## src/verilog/rx_status_pkg.sv

```systemverilog
/*
  Constants for the receiver control and status register: bit positions,
  mode encodings, reset values and the number of watched modem lines.
  Assumes nothing of its surroundings beyond a 16-bit register word.
*/
package rx_status_pkg;

  localparam int unsigned REG_WIDTH = 16;

  // Bit positions in receiver_control_status
  localparam int unsigned BIT_MODEM_CHANGE   = 15;
  localparam int unsigned BIT_RING           = 14;
  localparam int unsigned BIT_SEND_PERMIT    = 13;
  localparam int unsigned BIT_CARRIER        = 12;
  localparam int unsigned BIT_SYNC_ACQUIRED  = 11;
  localparam int unsigned BIT_SECONDARY_RX   = 10;
  localparam int unsigned BIT_POWERED_READY  = 9;
  localparam int unsigned BIT_DISCARD_SYNC   = 8;
  localparam int unsigned BIT_CHAR_READY     = 7;
  localparam int unsigned BIT_RX_IRQ_EN      = 6;
  localparam int unsigned BIT_MODEM_IRQ_EN   = 5;
  localparam int unsigned BIT_HUNT_SYNC      = 4;
  localparam int unsigned BIT_SEC_TX         = 3;
  localparam int unsigned BIT_REQ_SEND       = 2;
  localparam int unsigned BIT_TERM_READY     = 1;

  // Number of watched modem inputs
  localparam int unsigned MODEM_LINES = 5;

  // Operating mode from the parameter register
  typedef enum logic [1:0] {
    MODE_INT_SYNC = 2'h0,
    MODE_EXT_SYNC = 2'h1,
    MODE_ISOCH    = 2'h2
  } op_mode_e;

  // Reset values
  localparam logic RESET_BIT          = 1'h0;
  localparam logic [1:0] SYNC_CNT_RESET = 2'h0;
  localparam logic [4:0] MODEM_RESET  = 5'h00;

endpackage

```

## src/verilog/sync_hunter.sv

```systemverilog
/*
  Counts back-to-back sync characters while hunting in internal sync mode
  and reports when the required count is reached.
  Assumes character strobes and the sync match come from the deserialiser.
*/
`timescale 1ns/100ps
`default_nettype none

module sync_hunter (
  // Clock and reset
  input  wire logic i_clk_sys,
  input  wire logic i_resetn,
  // Control
  input  wire logic i_clear,
  input  wire logic i_enable,
  input  wire logic i_need_two,
  // Character stream
  input  wire logic i_char_strobe,
  input  wire logic i_sync_match,
  // Result
  output logic      o_found
);

  typedef enum logic [1:0] {
    HUNT_IDLE = 2'h0,
    HUNT_ONE  = 2'h1,
    HUNT_DONE = 2'h3
  } hunt_state_e;

  hunt_state_e state_reg;
  hunt_state_e state_next;

  always_comb begin
    state_next = state_reg;
    if (i_clear || !i_enable) begin
      state_next = HUNT_IDLE;
    end else if (i_char_strobe) begin
      case (state_reg)
        HUNT_IDLE: begin
          if (i_sync_match) begin
            state_next = i_need_two ? HUNT_ONE : HUNT_DONE;
          end
        end
        HUNT_ONE: begin
          // A non-sync character breaks the contiguous run
          state_next = i_sync_match ? HUNT_DONE : HUNT_IDLE;
        end
        HUNT_DONE: begin
          state_next = HUNT_DONE;
        end
        default: begin
          state_next = HUNT_IDLE;
        end
      endcase
    end
  end

  always_ff @(posedge i_clk_sys) begin
    if (!i_resetn) begin
      state_reg <= HUNT_IDLE;
    end else begin
      state_reg <= state_next;
    end
  end

  assign o_found = (state_reg == HUNT_DONE);

endmodule // sync_hunter

`default_nettype wire

```

## src/verilog/rx_status_modem_control.sv

```systemverilog
/*
  Receiver control and status register with modem status mirroring,
  sync acquisition, character-ready flag and receiver interrupt request.
  Assumes processor bus strobes, modem lines and receiver events are all
  synchronous to i_clk_sys; mode comes from the separate parameter register.
*/
// What this block does
// - Bit 13 reads the modem send-permission input level
// - Bit 12 reads the modem carrier input level
// - Internal sync: sync_acquired sets after one or two contiguous sync characters
// - External sync or isochronous: sync_acquired copies hunt_sync
// - sync_acquired read-only; cleared by init, software clear, hunt_sync falling
// - Bit 10 reads the secondary receive line level
// - Bit 09 reads the modem powered-and-ready input level
// - Discarding on: error-free sync character raises no receiver interrupt
// - discard_sync_chars is read/write; cleared by init and software clear
// - char_ready_flag sets on loaded character once synced, except discarded syncs
// - Receiver interrupt requested while char_ready_flag and receive_irq_enable
// - char_ready_flag read-only; cleared by init, software clear, buffer read strobe
// - receive_irq_enable read/write; cleared by init and software clear
// - modem_irq_enable read/write; cleared by init and software clear
// - Internal sync: hunt_sync enables sync character comparison logic
// - modem_change_flag sets on any modem line change; clears on init, clear, read
// - External sync: hunt_sync enables flags and framing; isochronous: flags only
// - Unused bits read zero; writes to read-only or unused bits ignored
`timescale 1ns/100ps
`default_nettype none

module rx_status_modem_control (
  // Clock and reset
  input  wire logic        i_clk_sys,
  input  wire logic        i_resetn,
  // Clear sources
  input  wire logic        i_init_pulse,
  input  wire logic        i_software_clear,
  // Register access
  input  wire logic        i_reg_write,
  input  wire logic [15:0] i_reg_wdata,
  input  wire logic        i_status_read_strobe,
  output logic      [15:0] o_reg_rdata,
  // Modem status leads
  input  wire logic        i_modem_ring,
  input  wire logic        i_modem_send_permission,
  input  wire logic        i_modem_carrier,
  input  wire logic        i_secondary_receive_line,
  input  wire logic        i_modem_powered_ready,
  // Modem control leads
  output logic             o_secondary_transmit_line,
  output logic             o_request_to_send,
  output logic             o_terminal_ready,
  // Parameter register
  input  wire logic [1:0]  i_op_mode,
  input  wire logic        i_two_sync_chars,
  // Receiver interface
  input  wire logic        i_char_loaded,
  input  wire logic        i_char_is_sync,
  input  wire logic        i_char_error,
  input  wire logic        i_buffer_read_strobe,
  output logic             o_sync_compare_enable,
  output logic             o_framing_enable,
  // Interrupt request
  output logic             o_rx_irq_request
);

  // Mode decode, shared by both receiver enables
  function automatic logic is_mode(input logic [1:0] mode, input rx_status_pkg::op_mode_e m);
    is_mode = (mode == m);
  endfunction

  logic       clear_all;
  logic       int_sync;
  logic       hunter_found;
  logic [4:0] modem_now;

  logic       discard_reg,    discard_next;
  logic       rx_ie_reg,      rx_ie_next;
  logic       modem_ie_reg,   modem_ie_next;
  logic       hunt_reg,       hunt_next;
  logic       sec_tx_reg,     sec_tx_next;
  logic       rts_reg,        rts_next;
  logic       dtr_reg,        dtr_next;
  logic       ready_reg,      ready_next;
  logic       change_reg,     change_next;
  logic       acquired_reg,   acquired_next;
  logic [4:0] modem_prev_reg, modem_prev_next;
  logic       irq_reg,        irq_next;
  logic [15:0] rdata_reg,     rdata_next;
  logic       discard_char;
  logic       synced_now;
  logic       hunt_fall;
  logic [4:0] line_changed;

  assign clear_all = i_init_pulse || i_software_clear;
  assign int_sync  = is_mode(i_op_mode, rx_status_pkg::MODE_INT_SYNC);
  assign modem_now = {i_modem_ring, i_modem_send_permission, i_modem_carrier,
                      i_secondary_receive_line, i_modem_powered_ready};

  // Sync comparison runs only while hunting in internal mode
  assign o_sync_compare_enable = int_sync && hunt_reg;
  assign o_framing_enable = is_mode(i_op_mode, rx_status_pkg::MODE_EXT_SYNC) && hunt_reg;

  // The hunter restarts whenever comparison is switched off
  sync_hunter u_sync_hunter (
    .i_clk_sys     (i_clk_sys),
    .i_resetn      (i_resetn),
    .i_clear       (clear_all),
    .i_enable      (o_sync_compare_enable),
    .i_need_two    (i_two_sync_chars),
    .i_char_strobe (i_char_loaded),
    .i_sync_match  (i_char_is_sync),
    .o_found       (hunter_found)
  );

  // Per-line transition detect
  genvar g;
  generate
    for (g = 0; g < rx_status_pkg::MODEM_LINES; g++) begin : g_line
      assign line_changed[g] = modem_now[g] ^ modem_prev_reg[g];
    end
  endgenerate

  always_comb begin
    discard_next    = discard_reg;
    rx_ie_next      = rx_ie_reg;
    modem_ie_next   = modem_ie_reg;
    hunt_next       = hunt_reg;
    sec_tx_next     = sec_tx_reg;
    rts_next        = rts_reg;
    dtr_next        = dtr_reg;
    modem_prev_next = modem_now;
    hunt_fall       = 1'b0;
    if (i_reg_write) begin
      discard_next  = i_reg_wdata[rx_status_pkg::BIT_DISCARD_SYNC];
      rx_ie_next    = i_reg_wdata[rx_status_pkg::BIT_RX_IRQ_EN];
      modem_ie_next = i_reg_wdata[rx_status_pkg::BIT_MODEM_IRQ_EN];
      hunt_next     = i_reg_wdata[rx_status_pkg::BIT_HUNT_SYNC];
      sec_tx_next   = i_reg_wdata[rx_status_pkg::BIT_SEC_TX];
      rts_next      = i_reg_wdata[rx_status_pkg::BIT_REQ_SEND];
      dtr_next      = i_reg_wdata[rx_status_pkg::BIT_TERM_READY];
    end
    if (clear_all) begin
      discard_next  = rx_status_pkg::RESET_BIT;
      rx_ie_next    = rx_status_pkg::RESET_BIT;
      modem_ie_next = rx_status_pkg::RESET_BIT;
      hunt_next     = rx_status_pkg::RESET_BIT;
      sec_tx_next   = rx_status_pkg::RESET_BIT;
      rts_next      = rx_status_pkg::RESET_BIT;
      dtr_next      = rx_status_pkg::RESET_BIT;
    end
    // A falling hunt_sync, by write or by clear, drops sync_acquired
    hunt_fall = hunt_reg && !hunt_next;
  end

  // Sync acquired group; it sets only while hunting, so a hunter result
  // still standing in the cycle after hunt_sync drops cannot set it again
  always_comb begin
    if (int_sync) begin
      synced_now = hunt_reg && (acquired_reg || hunter_found);
    end else begin
      synced_now = hunt_reg;
    end
    if (clear_all || hunt_fall) begin
      acquired_next = rx_status_pkg::RESET_BIT;
    end else begin
      acquired_next = synced_now;
    end
  end

  always_ff @(posedge i_clk_sys) begin
    if (!i_resetn) begin
      acquired_reg <= rx_status_pkg::RESET_BIT;
    end else begin
      acquired_reg <= acquired_next;
    end
  end

  // Character-ready group; error-free sync characters are dropped while discarding
  always_comb begin
    discard_char = discard_reg && i_char_is_sync && !i_char_error;
    ready_next   = ready_reg;
    if (clear_all) begin
      ready_next = rx_status_pkg::RESET_BIT;
    end else if (i_char_loaded && synced_now && hunt_reg && !discard_char) begin
      ready_next = 1'b1;
    end else if (i_buffer_read_strobe) begin
      ready_next = rx_status_pkg::RESET_BIT;
    end
  end

  always_ff @(posedge i_clk_sys) begin
    if (!i_resetn) begin
      ready_reg <= rx_status_pkg::RESET_BIT;
    end else begin
      ready_reg <= ready_next;
    end
  end

  // Modem-change group; set wins over a read strobe in the same cycle
  always_comb begin
    change_next = change_reg;
    if (clear_all) begin
      change_next = rx_status_pkg::RESET_BIT;
    end else if (|line_changed) begin
      change_next = 1'b1;
    end else if (i_status_read_strobe) begin
      change_next = rx_status_pkg::RESET_BIT;
    end
  end

  always_ff @(posedge i_clk_sys) begin
    if (!i_resetn) begin
      change_reg <= rx_status_pkg::RESET_BIT;
    end else begin
      change_reg <= change_next;
    end
  end

  // Request group; built from next values so it rises with its flag
  always_comb begin
    irq_next = (ready_next && rx_ie_next) || (change_next && modem_ie_next);
  end

  always_ff @(posedge i_clk_sys) begin
    if (!i_resetn) begin
      irq_reg <= rx_status_pkg::RESET_BIT;
    end else begin
      irq_reg <= irq_next;
    end
  end

  always_comb begin
    // Unused bit 0 reads zero; every written bit reads back
    rdata_next = 16'h0000;
    rdata_next[rx_status_pkg::BIT_MODEM_CHANGE]  = change_reg;
    rdata_next[rx_status_pkg::BIT_RING]          = i_modem_ring;
    rdata_next[rx_status_pkg::BIT_SEND_PERMIT]   = i_modem_send_permission;
    rdata_next[rx_status_pkg::BIT_CARRIER]       = i_modem_carrier;
    rdata_next[rx_status_pkg::BIT_SYNC_ACQUIRED] = acquired_reg;
    rdata_next[rx_status_pkg::BIT_SECONDARY_RX]  = i_secondary_receive_line;
    rdata_next[rx_status_pkg::BIT_POWERED_READY] = i_modem_powered_ready;
    rdata_next[rx_status_pkg::BIT_DISCARD_SYNC]  = discard_reg;
    rdata_next[rx_status_pkg::BIT_CHAR_READY]    = ready_reg;
    rdata_next[rx_status_pkg::BIT_RX_IRQ_EN]     = rx_ie_reg;
    rdata_next[rx_status_pkg::BIT_MODEM_IRQ_EN]  = modem_ie_reg;
    rdata_next[rx_status_pkg::BIT_HUNT_SYNC]     = hunt_reg;
    rdata_next[rx_status_pkg::BIT_SEC_TX]        = sec_tx_reg;
    rdata_next[rx_status_pkg::BIT_REQ_SEND]      = rts_reg;
    rdata_next[rx_status_pkg::BIT_TERM_READY]    = dtr_reg;
  end

  // Control group
  always_ff @(posedge i_clk_sys) begin
    if (!i_resetn) begin
      discard_reg  <= rx_status_pkg::RESET_BIT;
      rx_ie_reg    <= rx_status_pkg::RESET_BIT;
      modem_ie_reg <= rx_status_pkg::RESET_BIT;
      hunt_reg     <= rx_status_pkg::RESET_BIT;
      sec_tx_reg   <= rx_status_pkg::RESET_BIT;
      rts_reg      <= rx_status_pkg::RESET_BIT;
      dtr_reg      <= rx_status_pkg::RESET_BIT;
    end else begin
      discard_reg  <= discard_next;
      rx_ie_reg    <= rx_ie_next;
      modem_ie_reg <= modem_ie_next;
      hunt_reg     <= hunt_next;
      sec_tx_reg   <= sec_tx_next;
      rts_reg      <= rts_next;
      dtr_reg      <= dtr_next;
    end
  end

  // Line history; a line high when reset is released reports a change
  always_ff @(posedge i_clk_sys) begin
    if (!i_resetn) begin
      modem_prev_reg <= rx_status_pkg::MODEM_RESET;
    end else begin
      modem_prev_reg <= modem_prev_next;
    end
  end

  // Register image
  always_ff @(posedge i_clk_sys) begin
    if (!i_resetn) begin
      rdata_reg <= 16'h0000;
    end else begin
      rdata_reg <= rdata_next;
    end
  end

  // Control leads follow their stored bits
  assign o_reg_rdata               = rdata_reg;
  assign o_secondary_transmit_line = sec_tx_reg;
  assign o_request_to_send         = rts_reg;
  assign o_terminal_ready          = dtr_reg;
  assign o_rx_irq_request          = irq_reg;

endmodule // rx_status_modem_control

`default_nettype wire

```

## config.mk

```make
export PLATFORM = sky130hd
export DESIGN_NAME = rx_status_modem_control
export DESIGN_NICKNAME = d
export VERILOG_FILES = /design/src/verilog/rx_status_pkg.sv /design/src/verilog/sync_hunter.sv /design/src/verilog/rx_status_modem_control.sv
export SDC_FILE = /design/constraint.sdc
export NUM_CORES = 1
export LEC_CHECK = 0
export BUFFER_PORTS_ARGS = -buffer_cell sky130_fd_sc_hd__buf_2
export CAP_MARGIN = 10
export CORE_AREA = 2 2 51 53
export CTS_CLUSTER_SIZE = 10
export DETAILED_ROUTE_END_ITERATION = 8
export DIE_AREA = 0 0 53 55
export GPL_TIMING_DRIVEN = 0
export PLACE_DENSITY = 0.87
export SYNTH_ARGS = -nofsm -noshare
export SYNTH_HDL_FRONTEND = slang
export SYNTH_HIERARCHICAL = 1
export SYNTH_SLANG_ARGS = --single-unit
```

## constraint.sdc

```tcl
create_clock -name i_clk_sys -period 2.85 [get_ports i_clk_sys]
set_input_delay 0.1425 -clock i_clk_sys [delete_from_list [all_inputs] [get_ports i_clk_sys]]
set_output_delay 0.1425 -clock i_clk_sys [all_outputs]
set_load 0.02 [all_outputs]
```

==> results of run 1 <==
-- synth_stat cells (2+ instances only) --
cell type | number | area share
inv_1 | 3 | 0.011
nor3_1 | 2 | 0.0098
nor2_1 | 11 | 0.040
and2_1 | 16 | 0.098
mux2i_1 | 9 | 0.088
nand2_1 | 2 | 0.0073
xnor2_1 | 4 | 0.034
buf_4 | 2 | 0.015
nor2b_1 | 2 | 0.012
dfxtp_1 | 28 | 0.55
-- worst min-delay path by stage --
stage          cells past startpoint               startpoint  slack, ns                      endpoint
6_report                           2             i_modem_ring       0.05    o_reg_rdata[14]$_SDFF_PN0_
3_3_place_gp                       2          i_modem_carrier       0.37  modem_prev_reg[2]$_SDFF_PN0_
4_1_cts                            2             i_modem_ring       0.03    o_reg_rdata[14]$_SDFF_PN0_
5_1_grt                            2  i_modem_send_permission       0.03  modem_prev_reg[3]$_SDFF_PN0_
2_1_floorplan                      1    i_modem_powered_ready       0.26  modem_prev_reg[0]$_SDFF_PN0_
3_5_place_dp                       2          i_modem_carrier       0.38  modem_prev_reg[2]$_SDFF_PN0_
-- logic make-up (layout without fill, tap and decap cells) --
kind of cell	count (synthesis)	after routing	share of synthesized area
buffers and inverters	7	55	0.0343
muxes	9	9	0.0881
AOI/OAI and AO/OA	5	5	0.0600
other	1	1	0.00367
and+or+nand+nor	40	40	0.223
xor gates and xnor gates	5	5	0.0428
DFF	28	28	0.548
-- final cells by class --
class | count | area, sq um
buffer | 4 | 23.8
multi-input combinational | 60 | 427
inverter | 3 | 11.3
fill | 226 | 1050
timing repair buffer | 44 | 220
tap | 30 | 37.5
sequential | 28 | 561
clock buffer | 4 | 36.3
-- layer usage --
metal	up-vias	routed length, microns	GRT usage
li1	404	-	-
met1	356	834	0.171
met2	23	1020	0.256
met3	2	113	0.0349
met4	0	12	0.0684
met5	-	0	0
-- power breakdown --
group	leakage, nW	switching [mW]	internal (mW)
Sequential	0.228	0.00436	0.400
Combinational	0.393	0.0364	0.0342
Clock	0.0210	0.108	0.0781
Total	0.642	0.149	0.512
-- worst reg2reg max path, delay by kind of cell, from the launching register on --
kind,cells,cell delay (ns)
AOI/OAI and AO/OA,3,0.65
DFF,1,0.37
and+or+nand+nor,1,0.20
-- cells in the final DEF (no fill, tap or decap) --
cell type,n
nor3_2,1
dfxtp_1,28
nor3b_1,1
buf_2,45
nor2b_1,2
and3b_2,1
clkbuf_8,1
nand2_1,2
nor3_1,2
or2_1,1
clkbuf_1,1
nand3b_1,1
a21oi_1,1
clkbuf_4,3
nor2_1,11
o41ai_4,1
a2bb2oi_2,1
o21ai_0,1
and2_1,16
o32ai_1,1
nand4_1,1
mux2i_1,9
xnor2_1,4
xor2_1,1
conb_1,1
buf_4,2
nor2b_2,1
inv_1,3
==> qor.yml, run 1 <==
synthesis:
  synth_cell_types: 26
  syn-instance-count: 95
  syn-cell-area_sq_mm: 0.00102
  synth_ff_type: "dfxtp_1"
  synthArstFlopShare: 0
  avgSynthCellArea_sq_um: 10.8
  ys_seq_area_frac: 0.548
  syn-num-nets: 129
  synth_edf_count: 0
  synth_seq_cells: 28
  yosys_warnings: 6
worst_setup_path:
  max_stage_delay_ns: 0.45
  crit_end: "o_sync_compare_enable"
  cp_top_family: "flip-flops"
  startpoint: "hunt_reg$_SDFF_PN0_"
  reg2regPathDepth: 4
  cpMaxStageDelayCell: "dfxtp_1"
  crit_cells: 2
  cp.arrival_ns: 1.27
  rr_startpoint: "u_sync_hunter/state_reg[1]$_SDFFE_PP0P_"
  crit_buf_inv: 1
  cp-end-kind: "primary output"
  timing.critical_path.cells: "nor3b_1 > buf_2"
  required_ns: 2.71
  cp_max_fo: 5
  critical_path_class: "flop to primary output"
  r2r_slack_ns: 1.53
  reg2reg_to: "o_rx_irq_request$_SDFF_PN0_"
  start_kind: "flop"
grt:
  grt_max_degree: 16
  antenna_found_initial: 0
  grt_pass1_vias: 755
  grt_pass1_wl_microns: 3080
  grt_usage: 0.147
  overflow: 0
sta:
  holdWs_ns: 0.0466
  max_freq_mhz: 710
  setup_slack_ns: 1.44
  fin_crit_ns: 1.41
  fin_skew_ns: 0.00318
  slew_violations: 0
  post-route-period-util: 0.494
  grt_setup_unrepaired: "false"
  timing.setup.tns_ns: 0
  finalSetupViolations: 0
  final_hold_viol_count: 0
routing:
  route.detailed.drc: 0
  wl_microns: 1980
  dr.pass1.iters: 4
  via_count: 785
  ant_nets: 0
  via_per_inst: 4.54
  routedWlPerCell_microns: 11.4
  drt_iter0_drc: 12
layout:
  post-route-util: 0.557
  antenna_cells: 0
  fin_nets: 178
  final_area_sq_mm: 0.00132
  drive_gt1_frac: 0.392
  final_cells: 173
  largest_reg_flops: 11
  synthToLayoutAreaGrowth_pct: 28.8
clock_tree:
  cts_root_buffer: "clkbuf_4"
  cts_buffer_depth: 2
  hold_buffers: 0
  post_cts_buffers: 0
  clock_latency_ns: 0.32
  numClockSinks: 28
  cts_buffers: 3
  cts-resized-gates: 0
  clkTransAtPathRegs_ns: 0.14
  cts_tree: "done"
  htreeDepth: 1
hold_path:
  hp-class: "primary input to flop"
run_status:
  outcome: "complete, no violations"
die:
  die_h_microns: 55
  num_io_pins: 56
  core_area_sq_mm: 0.00236
  initial_core_util: 0.432
  die_w_microns: 53
  rows: 18
  dieArea_sq_mm: 0.00292
placement:
  dpl.hpwl_microns: 1600
  place.gp.congestion: 0.711
  placed_cells: 169
  place_area_sq_mm: 0.00128
  post-place-ws_ns: 1.53
  port_buffers: 44
power:
  vdd_drop_max_v: 0.000348
  power_mw: 0.661
  p_leak_nw: 0.642
  power_density_mw_per_mm2: 502
run:
  maxCapViolations: 0
Note: power is estimated with default switching activity, not from simulation.
==> inputs of run 2 (changes only) <==
CORE_AREA = 2 2 55 57   (was 2 2 51 53)
DIE_AREA = 0 0 57 59   (was 0 0 53 55)
PLACE_DENSITY = 0.8   (was 0.87)
clock period = 1.2 ns   (was 2.85 ns; I/O delays follow)
==> run 2 against run 1 <==
Worst hold slack lost 0.0034 ns. Register-to-register slack lost 1.5 ns. Sequential power grew 140%. Critical path depth grew 2. Clock skew grew 0.0095 ns. Power grew to 2.7 times the previous value. Largest power group unchanged. Highest routed layer unchanged.
==> qor.yml, run 2 (synthesis gave the netlist of run 1 again) <==
sta:
  max_freq_mhz: 859
  grt_setup_unrepaired: "true"
  finalSetupViolations: 0
  fin_skew_ns: 0.0126
  final_hold_viol_count: 0
  holdWs_ns: 0.0431
  slew_violations: 0
  fin_crit_ns: 1.16
  post-route-period-util: 0.970
grt:
  grt_usage: 0.147
  grt_pass1_wl_microns: 3770
  grt_max_degree: 17
  grt_pass1_vias: 902
  overflow: 0
  antenna_found_initial: 0
worst_setup_path:
  cp-end-kind: "flop"
  critical_path_class: "flop to flop"
  cp.arrival_ns: 1.39
  cp_max_fo: 2
  required_ns: 1.43
  reg2regPathDepth: 4
  r2r_slack_ns: 0.04
  start_kind: "flop"
layout:
  final_common_cell: "buf_2"
  antenna_cells: 0
  fin_nets: 192
  final_cells: 188
  multiInputGateArea_sq_um: 447
  largest_reg_flops: 11
  post-route-util: 0.552
  final_cell_mix: "buf_2, dfxtp_1, and2_1, dlygate4sd3_1, nor2_1"
  synthToLayoutAreaGrowth_pct: 46.4
  nFillCells: 257
  regArea_sq_um: 566
  drive_gt1_frac: 0.408
clock_tree:
  clock_latency_ns: 0.33
  cts_root_buffer: "clkbuf_4"
  cts_tree: "done"
  numClockSinks: 28
  cts_buffers: 3
  cts_buffer_depth: 2
  htreeDepth: 1
  clkTransAtPathRegs_ns: 0.16
power:
  netSwitchingFraction: 0.216
  combPwrFrac: 0.115
  vdd_drop_max_v: 0.000760
  power_density_mw_per_mm2: 1190
  pwr-share-clk: 0.347
  p_int_mw: 1.39
  p_switching_mw: 0.384
  p_leak_nw: 0.717
  p_seq_frac: 0.538
die:
  initial_core_util: 0.377
  core_area_sq_mm: 0.00271
  rows: 19
  die_h_microns: 59
  dieArea_sq_mm: 0.00336
  num_io_pins: 56
  die_w_microns: 57
routing:
  dr.pass1.iters: 4
  routedWlPerCell_microns: 12.6
  via_per_inst: 4.53
  ant_nets: 0
  wl_microns: 2370
  drt_iter0_drc: 13
  route.detailed.drc: 0
  via_count: 851
placement:
  port_buffers: 44
  placed_cells: 170
  place.gp.congestion: 0.716
  dpl.hpwl_microns: 1710
run_status:
  outcome: "complete, no violations"
run:
  maxCapViolations: 0
hold_path:
  hp-class: "primary input to flop"
  whs_path_depth: 2
## run 2: power groups by stage
stage / sequential [mW] / combinational, mW / clock (mW)
2_1_floorplan: 0.998 / 0.0744 / 0
3_3_place_gp: 0.979 / 0.164 / 0
3_5_place_dp: 0.980 / 0.169 / 0
4_1_cts: 0.958 / 0.202 / 0.638
5_1_grt: 0.960 / 0.223 / 0.663
6_report: 0.957 / 0.205 / 0.616
## run 2: critical path, cell delays in order (launching register included)
cell,delay (ns)
dfxtp_2,0.35
and2_4,0.16
o41ai_4,0.24
a2bb2oi_2,0.21
o32ai_2,0.11
## run 2: worst paths after layout
kind,end,startpoint
worst max-delay path,o_rx_irq_request$_SDFF_PN0_,u_sync_hunter/state_reg[1]$_SDFFE_PP0P_
worst min-delay path,o_reg_rdata[4]$_SDFF_PN0_,i_resetn
worst min register to register,o_reg_rdata[15]$_SDFF_PN0_,change_reg$_SDFF_PN0_
worst max register to register,o_rx_irq_request$_SDFF_PN0_,u_sync_hunter/state_reg[1]$_SDFFE_PP0P_
## run 2: cell type report
type,instances,share of cell area
clock buffer,3,0.0151
timing repair buffer,58,0.239
clock inverter,1,0.0201
sequential,28,0.378
multi-input combinational,60,0.298
buffer,4,0.0159
inverter,3,0.00753
tap,31,0.0259
## run 2: timing repair
item,4_1_cts,5_1_grt
resized for setup,4,3
pin swaps,2,1
hold buffers,12,0
setup endpoints to repair,4,2
buffers inserted,1,1
endpoints found under the hold margin,13,0
## run 2: per-layer routing
layer | vias to the layer above | wire, microns | GRT usage
li1 | 428 | - | -
met1 | 395 | 896 | 0.154
met2 | 26 | 1340 | 0.276
met3 | 2 | 107 | 0.0262
met4 | 0 | 17 | 0.0831
met5 | - | 0 | 0
## run 2: metrics by stage
stage	setup slack [ns]	power (mW)	TNS (ns)	instance area [sq um]
after floorplan	0.00651	1.07	0	1030
after global placement	-0.0687	1.14	-0.0687	1290
after detailed placement	-0.0909	1.15	-0.102	1290
after CTS	0.0117	1.80	0	1480
after global routing	-0.0229	1.85	-0.0229	1500
final	0.0363	1.78	0	1500
